--- src/inc/vpi_pkg.sv ---
// Constants and types shared by the vectored priority interrupt block
package vpi_pkg;

    localparam int NUM_LEVELS = 8;
    localparam int VEC_W = 3;
    localparam int DATA_W = 8;
    localparam int ADDR_W = 5;

    // Register byte addresses
    localparam logic [ADDR_W-1:0] OFF_CTRL = 5'h00;
    localparam logic [ADDR_W-1:0] OFF_MASK = 5'h04;
    localparam logic [ADDR_W-1:0] OFF_MASK_SET = 5'h08;
    localparam logic [ADDR_W-1:0] OFF_MASK_CLR = 5'h0C;
    localparam logic [ADDR_W-1:0] OFF_STATUS = 5'h10;
    localparam logic [ADDR_W-1:0] OFF_VECTOR = 5'h14;
    localparam logic [ADDR_W-1:0] OFF_PENDING = 5'h18;
    localparam logic [ADDR_W-1:0] OFF_CMD = 5'h1C;

    // Field positions
    localparam int CTRL_IRE_BIT = 0;
    localparam int CTRL_ROT_BIT = 1;
    localparam int CMD_CLR_ALL_BIT = 0;
    localparam int CMD_CLR_LAST_BIT = 1;
    localparam int CMD_MASTER_BIT = 2;
    localparam int VEC_VALID_BIT = 7;
    localparam int VEC_ACC_BIT = 6;
    localparam int STAT_OVF_BIT = 7;

    // Reset values
    localparam logic [NUM_LEVELS-1:0] LEVELS_RST = 8'h00;
    localparam logic [NUM_LEVELS-1:0] MASK_RST = 8'h00;
    localparam logic [NUM_LEVELS-1:0] SYNC_IDLE = 8'hFF;
    localparam logic [VEC_W-1:0] STATUS_RST = 3'h0;
    localparam logic [VEC_W-1:0] VEC_RST = 3'h0;
    localparam logic [VEC_W-1:0] PTR_RST = 3'h7;
    localparam logic [DATA_W-1:0] DATA_ZERO = 8'h00;

    typedef struct packed {
        logic [ADDR_W-1:0] addr;
        logic [DATA_W-1:0] wdata;
        logic wr;
        logic rd;
    } bus_req_t;

    typedef struct packed {
        logic valid;
        logic [VEC_W-1:0] vec;
    } enc_res_t;

endpackage

--- src/logic/prio_encoder.sv ---
// Static or rotating eight-level priority encoder
`timescale 1ns/1ps
`default_nettype none

module prio_encoder (
    input wire logic [vpi_pkg::NUM_LEVELS-1:0] active,
    input wire logic rotate,
    input wire logic [vpi_pkg::VEC_W-1:0] low_ptr,
    output var vpi_pkg::enc_res_t result
);

    logic [vpi_pkg::VEC_W-1:0] base;
    logic [vpi_pkg::VEC_W-1:0] idx;

    // Scan from lowest to highest priority; the last hit is the winner
    always_comb begin
        base = rotate ? low_ptr : 3'h0; // RULE_15 RULE_16
        idx = base;
        result.valid = |active;
        result.vec = vpi_pkg::VEC_RST;
        for (int k = 0; k < vpi_pkg::NUM_LEVELS; k++) begin
            idx = base + k[vpi_pkg::VEC_W-1:0];
            if (active[idx]) begin
                result.vec = idx; // RULE_05
            end
        end
    end

endmodule // prio_encoder

`default_nettype wire

--- src/logic/vectored_priority_interrupt.sv ---
// Vectored priority interrupt controller with mask, threshold and nesting support
`timescale 1ns/1ps
`default_nettype none

// Overview of operation
// RULE_01: One active-low request input per level, each level maskable on its own.
// RULE_02: First stage catches each request and holds it until cleared.
// RULE_03: Second stage resamples caught requests on the system clock.
// RULE_04: Each stored request bit has its own clear.
// RULE_05: Priority encoder gives the binary index of the winning request.
// RULE_06: Stored requests are ANDed with mask enables before the encoder.
// RULE_07: Software enables or disables globally and sets or clears mask bits.
// RULE_08: Vector hold register keeps the last recognised vector.
// RULE_09: Held vector drives clearing of just the last recognised request.
// RULE_10: Clear the request in service, or clear all requests at once.
// RULE_11: Only requests above the threshold interrupt; lower ones stay pending. Here a vector equal to status also interrupts.
// RULE_12: Threshold loadable by software or set to serviced level plus one.
// RULE_13: On recognition status gets level plus one; comparator checks each vector.
// RULE_14: Processor saves status before service and writes it back afterwards.
// RULE_15: Static mode: fixed order, highest active level always wins.
// RULE_16: Rotating mode: pointer marks lowest level, moves to level just serviced.
// RULE_17: Eight request bits, set on a rising edge while the input is low.
// RULE_18: Candidate accepted when vector is greater than or equal to status.
// RULE_19: Interrupt output only when enabled and an unmasked request passes.
// RULE_20: Reset clears requests, mask, status and vector hold registers.
module vectored_priority_interrupt (
    input wire logic mclk,
    input wire logic reset_n,
    input wire logic [vpi_pkg::NUM_LEVELS-1:0] req_n,
    input wire vpi_pkg::bus_req_t bus,
    output logic [vpi_pkg::DATA_W-1:0] rd_data,
    output logic irq_req
);

    ////////////////////////////////////////////////////////////////////////////
    // Declarations

    logic [vpi_pkg::NUM_LEVELS-1:0] sync1_ff;
    logic [vpi_pkg::NUM_LEVELS-1:0] sync2_ff;
    logic [vpi_pkg::NUM_LEVELS-1:0] sync3_ff;
    logic [vpi_pkg::NUM_LEVELS-1:0] catch_ff;
    logic [vpi_pkg::NUM_LEVELS-1:0] req_ff;
    logic [vpi_pkg::NUM_LEVELS-1:0] mask_ff;
    logic [vpi_pkg::VEC_W-1:0] status_ff;
    logic ovf_ff;
    logic [vpi_pkg::VEC_W-1:0] vhold_ff;
    logic vce_ff;
    logic ire_ff;
    logic rot_ff;
    logic [vpi_pkg::VEC_W-1:0] ptr_ff;
    logic irq_ff;
    logic [vpi_pkg::DATA_W-1:0] rd_data_ff;

    logic [vpi_pkg::NUM_LEVELS-1:0] set_vec;
    logic [vpi_pkg::NUM_LEVELS-1:0] clr_vec;
    logic [vpi_pkg::NUM_LEVELS-1:0] masked;
    logic [vpi_pkg::VEC_W:0] incr;
    logic accept;
    logic wr_ctrl;
    logic wr_mask;
    logic wr_mask_set;
    logic wr_mask_clr;
    logic wr_status;
    logic wr_pending;
    logic wr_cmd;
    logic rd_vector;
    logic recognize;
    logic cmd_clr_all;
    logic cmd_clr_last;
    logic cmd_master;
    vpi_pkg::enc_res_t enc;

    localparam logic [vpi_pkg::NUM_LEVELS-1:0] LEVELS_ONE = 8'h01;

    function automatic logic [vpi_pkg::NUM_LEVELS-1:0] onehot(input logic [vpi_pkg::VEC_W-1:0] v);
        logic [vpi_pkg::NUM_LEVELS-1:0] r;
        r = LEVELS_ONE << v;
        return r;
    endfunction

    function automatic logic is_write(input vpi_pkg::bus_req_t b, input logic [vpi_pkg::ADDR_W-1:0] off);
        return b.wr && (b.addr == off);
    endfunction

    ////////////////////////////////////////////////////////////////////////////
    // Bus decode

    assign wr_ctrl = is_write(bus, vpi_pkg::OFF_CTRL);
    assign wr_mask = is_write(bus, vpi_pkg::OFF_MASK);
    assign wr_mask_set = is_write(bus, vpi_pkg::OFF_MASK_SET);
    assign wr_mask_clr = is_write(bus, vpi_pkg::OFF_MASK_CLR);
    assign wr_status = is_write(bus, vpi_pkg::OFF_STATUS);
    assign wr_pending = is_write(bus, vpi_pkg::OFF_PENDING);
    assign wr_cmd = is_write(bus, vpi_pkg::OFF_CMD);
    assign rd_vector = bus.rd && (bus.addr == vpi_pkg::OFF_VECTOR);
    assign recognize = rd_vector && enc.valid;
    assign cmd_clr_all = wr_cmd && bus.wdata[vpi_pkg::CMD_CLR_ALL_BIT];
    assign cmd_clr_last = wr_cmd && bus.wdata[vpi_pkg::CMD_CLR_LAST_BIT];
    assign cmd_master = wr_cmd && bus.wdata[vpi_pkg::CMD_MASTER_BIT];

    ////////////////////////////////////////////////////////////////////////////
    // Request capture and synchronisation

    always_ff @(posedge mclk) begin
        if (!reset_n) begin
            sync1_ff <= vpi_pkg::SYNC_IDLE;
            sync2_ff <= vpi_pkg::SYNC_IDLE;
            sync3_ff <= vpi_pkg::SYNC_IDLE;
        end else begin
            sync1_ff <= req_n;
            sync2_ff <= sync1_ff;
            sync3_ff <= sync2_ff;
        end
    end

    // A level counts as requesting once two synchronised samples agree low
    assign set_vec = ~sync2_ff & ~sync3_ff; // RULE_17 RULE_01

    // Per-bit clears from every clear source
    always_comb begin
        clr_vec = vpi_pkg::LEVELS_RST;
        if (cmd_clr_all || cmd_master) begin
            clr_vec = ~vpi_pkg::LEVELS_RST; // RULE_10
        end
        if (wr_pending) begin
            clr_vec = clr_vec | bus.wdata; // RULE_04
        end
        if (cmd_clr_last && vce_ff) begin
            clr_vec = clr_vec | onehot(vhold_ff); // RULE_09 RULE_10
        end
    end

    // New requests win over a clear in the same cycle
    always_ff @(posedge mclk) begin
        if (!reset_n) begin
            catch_ff <= vpi_pkg::LEVELS_RST; // RULE_20
        end else begin
            catch_ff <= (catch_ff & ~clr_vec) | set_vec; // RULE_02 RULE_04
        end
    end

    always_ff @(posedge mclk) begin
        if (!reset_n) begin
            req_ff <= vpi_pkg::LEVELS_RST; // RULE_20
        end else begin
            req_ff <= catch_ff & ~clr_vec; // RULE_03
        end
    end

    ////////////////////////////////////////////////////////////////////////////
    // Mask, control and encoder

    always_ff @(posedge mclk) begin
        if (!reset_n || cmd_master) begin
            mask_ff <= vpi_pkg::MASK_RST; // RULE_20
        end else if (wr_mask) begin
            mask_ff <= bus.wdata; // RULE_07
        end else if (wr_mask_set) begin
            mask_ff <= mask_ff | bus.wdata; // RULE_07
        end else if (wr_mask_clr) begin
            mask_ff <= mask_ff & ~bus.wdata; // RULE_07
        end
    end

    always_ff @(posedge mclk) begin
        if (!reset_n) begin
            ire_ff <= 1'b0;
            rot_ff <= 1'b0;
        end else if (cmd_master) begin
            ire_ff <= 1'b1;
            rot_ff <= 1'b0;
        end else if (wr_ctrl) begin
            ire_ff <= bus.wdata[vpi_pkg::CTRL_IRE_BIT]; // RULE_07
            rot_ff <= bus.wdata[vpi_pkg::CTRL_ROT_BIT];
        end
    end

    // A set mask bit inhibits its level
    assign masked = req_ff & ~mask_ff; // RULE_06

    prio_encoder u_enc (
        .active(masked),
        .rotate(rot_ff),
        .low_ptr(ptr_ff),
        .result(enc)
    );

    // Comparator: vector at or above status, and no overflow
    assign accept = (enc.vec >= status_ff) && !ovf_ff; // RULE_18 RULE_11

    ////////////////////////////////////////////////////////////////////////////
    // Status, vector hold and rotation pointer

    assign incr = {1'b0, enc.vec} + 4'h1; // RULE_13

    always_ff @(posedge mclk) begin
        if (!reset_n || cmd_master) begin
            status_ff <= vpi_pkg::STATUS_RST; // RULE_20
            ovf_ff <= 1'b0;
        end else if (wr_status) begin
            status_ff <= bus.wdata[vpi_pkg::VEC_W-1:0]; // RULE_12 RULE_14
            ovf_ff <= bus.wdata[vpi_pkg::STAT_OVF_BIT];
        end else if (recognize) begin
            status_ff <= incr[vpi_pkg::VEC_W-1:0]; // RULE_12 RULE_13
            ovf_ff <= incr[vpi_pkg::VEC_W];
        end
    end

    always_ff @(posedge mclk) begin
        if (!reset_n || cmd_master) begin
            vhold_ff <= vpi_pkg::VEC_RST; // RULE_20
            vce_ff <= 1'b0;
        end else if (recognize) begin
            vhold_ff <= enc.vec; // RULE_08
            vce_ff <= 1'b1;
        end
    end

    always_ff @(posedge mclk) begin
        if (!reset_n || cmd_master) begin
            ptr_ff <= vpi_pkg::PTR_RST;
        end else if (recognize && rot_ff) begin
            ptr_ff <= enc.vec; // RULE_16
        end
    end

    ////////////////////////////////////////////////////////////////////////////
    // Interrupt output and read data

    always_ff @(posedge mclk) begin
        if (!reset_n) begin
            irq_ff <= 1'b0;
        end else begin
            irq_ff <= ire_ff && enc.valid && accept; // RULE_19 RULE_11
        end
    end

    always_ff @(posedge mclk) begin
        if (!reset_n) begin
            rd_data_ff <= vpi_pkg::DATA_ZERO;
        end else if (bus.rd) begin
            rd_data_ff <= vpi_pkg::DATA_ZERO;
            case (bus.addr)
                vpi_pkg::OFF_CTRL: begin
                    rd_data_ff[vpi_pkg::CTRL_IRE_BIT] <= ire_ff;
                    rd_data_ff[vpi_pkg::CTRL_ROT_BIT] <= rot_ff;
                end
                vpi_pkg::OFF_MASK: begin
                    rd_data_ff <= mask_ff;
                end
                vpi_pkg::OFF_STATUS: begin
                    rd_data_ff[vpi_pkg::VEC_W-1:0] <= status_ff; // RULE_14
                    rd_data_ff[vpi_pkg::STAT_OVF_BIT] <= ovf_ff;
                end
                vpi_pkg::OFF_VECTOR: begin
                    rd_data_ff[vpi_pkg::VEC_W-1:0] <= enc.vec;
                    rd_data_ff[vpi_pkg::VEC_ACC_BIT] <= accept;
                    rd_data_ff[vpi_pkg::VEC_VALID_BIT] <= enc.valid;
                end
                vpi_pkg::OFF_PENDING: begin
                    rd_data_ff <= req_ff;
                end
                default: begin
                    rd_data_ff <= vpi_pkg::DATA_ZERO;
                end
            endcase
        end else begin
            rd_data_ff <= vpi_pkg::DATA_ZERO;
        end
    end

    assign rd_data = rd_data_ff;
    assign irq_req = irq_ff;

    // Levels reordered so that bit 0 is the rotation's lowest level
    logic [2*vpi_pkg::NUM_LEVELS-1:0] rot_pair;
    logic [vpi_pkg::VEC_W-1:0] win_rel;
    assign rot_pair = {masked, masked} >> ptr_ff;
    assign win_rel = enc.vec - ptr_ff;
endmodule // vectored_priority_interrupt

`default_nettype wire

--- config.mk ---
export PLATFORM = sky130hd
export DESIGN_NAME = vectored_priority_interrupt
export DESIGN_NICKNAME = d
export VERILOG_FILES = /design/src/inc/vpi_pkg.sv /design/src/logic/prio_encoder.sv /design/src/logic/vectored_priority_interrupt.sv
export SDC_FILE = /design/constraint.sdc
export NUM_CORES = 1
export LEC_CHECK = 0
export ABC_AREA = 1
export ABC_CLOCK_PERIOD_IN_PS = 6000
export BUFFER_PORTS_ARGS = -buffer_cell sky130_fd_sc_hd__buf_2
export CAP_MARGIN = 20
export CORE_UTILIZATION = 55
export CTS_CLUSTER_DIAMETER = 30
export CTS_CLUSTER_SIZE = 8
export DETAILED_ROUTE_END_ITERATION = 12
export GPL_TIMING_DRIVEN = 0
export PLACE_DENSITY_LB_ADDON = 0.2
export SLEW_MARGIN = 20
export SYNTH_ARGS = -nofsm -noshare
export SYNTH_HDL_FRONTEND = slang
export SYNTH_HIERARCHICAL = 1
export SYNTH_SLANG_ARGS = --single-unit
--- constraint.sdc ---
create_clock -name mclk -period 6 [get_ports mclk]
set_input_delay 1.2 -clock mclk [delete_from_list [all_inputs] [get_ports mclk]]
set_output_delay 1.2 -clock mclk [all_outputs]
set_load 0.03 [all_outputs]
==> results.sh <==
export IMPL_clkTransAtPathRegs_ns=0.08
export IMPL_gr_usage_all_layers_pct=26.2
export IMPL_synthCells=529
export IMPL_cellLeakagePower_nw=1.96
export IMPL_areaGrowthSynthToFinish_pct=13.3
export IMPL_cts_sinks=70
export IMPL_peakVddDrop_uv=172
export IMPL_p_per_area_mw_per_mm2=238
export IMPL_netSwitchingPower_mw=0.243
export IMPL_gp_congestion=0.891
export IMPL_yosys_warnings=6
export IMPL_place_area_mm2=0.00393
export IMPL_startpoint_type="flip-flop"
export IMPL_utilization_pct=65.2
export IMPL_ys_top_cells_by_area="dfxtp_1 38%, nand2_1 14%, nand3_1 9.0%"
export IMPL_antenna_found_initial=0
export IMPL_post_cts_buffers=0
export IMPL_ios=34
export IMPL_use_met1_pct=30.8
export IMPL_yosys_area_top_type="dfxtp_1"
export IMPL_min_period_ns=3.40
export IMPL_required_ns=6.24
export IMPL_holdWs_ns=0.415
export IMPL_syn_avg_cell_area_um2=6.95
export IMPL_netlist_area_mm2=0.00368
export IMPL_cap_violations=0
export IMPL_layout_commonest_cell="nand2_1"
export IMPL_die_w_um=83.8
export IMPL_min_path_type="reg -> reg"
export IMPL_grt_max_degree=14
export IMPL_synth_distinct_cells=35
export IMPL_core_area_mm2=0.00639
export IMPL_die_h_um=83.8
export IMPL_comb_power_share_pct=8.0
export IMPL_cts_max_level=3
export IMPL_grt_use_met3_pct=6.33
export IMPL_rsz0062_at_grt="false"
export IMPL_drv_slew=0
export IMPL_wl_per_cell_um=13.0
export IMPL_p_sw_share_pct=24.5
export IMPL_max_freq_mhz=294
export IMPL_cts_tree="built"
export IMPL_worstPathArrival_ns=3.64
export IMPL_worst_pin_slew_ns=0.526
export IMPL_num_antenna_cells=0
export IMPL_fin_crit_sh_pct=56.7
export IMPL_power_frac_clock_pct=44.1
export IMPL_totalWireLength_mm=8.51
export IMPL_r2r_cells=19
export IMPL_ant_nets=0
export IMPL_final_area_mm2=0.00417
export IMPL_max_slew_margin_rel_pct=64.9
export IMPL_grt_overflow_total=0
export IMPL_path_max_fanout=10
export IMPL_die_area_mm2=0.00702
export IMPL_clk_latency_ns=0.35
export IMPL_start_util_pct=57.6
export IMPL_root_buffer="clkbuf_8"
export IMPL_holdPathStages=1
export IMPL_p_int_mw=0.749
export IMPL_numCtsBuffers=9
export IMPL_via_per_inst=5.31
export IMPL_synth_fp_nets=559
export IMPL_status="completed"
export IMPL_crit_type="reg -> reg"
export IMPL_endpoint_kind="flip-flop"
export IMPL_grt_use_met2_pct=44.6
export IMPL_drt_first_pass_iters=5
export IMPL_portBuffers=32
export IMPL_grt_pass1_wl_mm=14.5
export IMPL_drive_above_1_share_pct=22.2
export IMPL_fin_total_pwr_mw=0.992
export IMPL_layout_common_cells="135 x nand2_1, 70 x dfxtp_1, 66 x nand3_1"
export IMPL_route_detailed_drc=0
export IMPL_cts_resized=0
export IMPL_finalNetCount=602
export IMPL_seq_power_share_pct=47.9
export IMPL_cts_buffer_depth=2
export IMPL_num_vias=3475
export IMPL_setup_tns_ns=0
export IMPL_postCtsHoldBufs=0
export IMPL_dp_hpwl_mm=6.68
export IMPL_yosysTopAreaCellShare_pct=38.1
export IMPL_grt_pass1_vias=3238
export IMPL_nFillCells=554
export IMPL_ys_seq_area_share_pct=38.1
export IMPL_grt_busiest_layer="met2"
export IMPL_hold_viol=0
export IMPL_setup_viol=0
export IMPL_ys_ff_latch=70
export IMPL_dr_first_iter_drc_count=234
export IMPL_placementRows=29
export IMPL_fin_worst_skew_ns=0.00903
[logic make-up after synthesis]
kind of cell    after synthesis  share of synthesized area [%]
compound gates               50                           6.98
xor+xnor                      2                          0.476
fa+ha+maj                     5                           1.70
buf+inv                      73                           9.02
flops                        70                           38.1
simple gates                329                           43.7
[Yosys cell counts, drive strengths merged]
master	number
nand2	146
nor3	2
nand3	77
clkinv	3
nand4	6
dfxtp	70
a21oi	26
nor2	66
nor4	2
ha	5
xor2	2
o21bai	1
clkbuf	3
o21ai	21
a31oi	1
o211ai	1
buf	7
inv	60
or2	30
[metal layers]
metal	up-vias	part of all wire [%]
met1	1564	42
met5	-	0
met3	19	6.0
met2	117	49
li1	1775	-
met4	0	2.5
[cell type report]
type                       instances  area [um^2]  area share (%)
buffer                            10         90.1            2.16
clock buffer                      10          138            3.30
clock inverter                     6         93.8            2.25
inverter                          63          241            5.80
multi-input combinational        386         1940            46.7
sequential                        70         1400            33.6
tap                               77         96.3            2.31
timing repair buffer              32          160            3.85
[worst max-delay path, stage by stage, from the launching register on]
cell      delay [ns]
dfxtp_1         0.54
nand2_2         0.12
buf_6           0.17
ha_1            0.36
inv_1           0.11
nand3_1         0.16
nand3_2         0.14
nand3_1         0.08
nand2_1         0.06
nand2_1         0.05
nand2_1         0.05
nand2_1         0.04
nand2_1         0.06
nand2_1         0.06
a21oi_1         0.43
ha_1            0.36
a21oi_1         0.13
o211ai_1        0.15
nand4_1         0.16
nor2_1          0.05
[per-stage QoR]
step / setup WS, ns / cells
CTS: 2.62 / 654
floorplan: 3.20 / 529
detailed placement: 2.64 / 638
global placement: 2.67 / 638
finish: 2.60 / 654
global route: 2.32 / 654
[path summary, 6_finish.rpt]
kind	endpoint	slack (ns)	from
worst max-delay path	irq_req	2.60	rot_ff
worst max register to register	irq_req	2.60	rot_ff
worst min-delay path	sync2_ff[6]	0.42	sync1_ff[6]
worst min register to register	sync2_ff[6]	0.42	sync1_ff[6]
[power by group through the flow]
stage / clock [mW] / combinational (mW) / sequential (mW)
final: 0.437 / 0.0796 / 0.475
after global routing: 0.464 / 0.0889 / 0.476
after CTS: 0.444 / 0.0795 / 0.475
after detailed placement: 0 / 0.0791 / 0.486
after global placement: 0 / 0.0769 / 0.485
after floorplan: 0 / 0.0529 / 0.485
No activity file was read; power rests on OpenSTA's default activity.
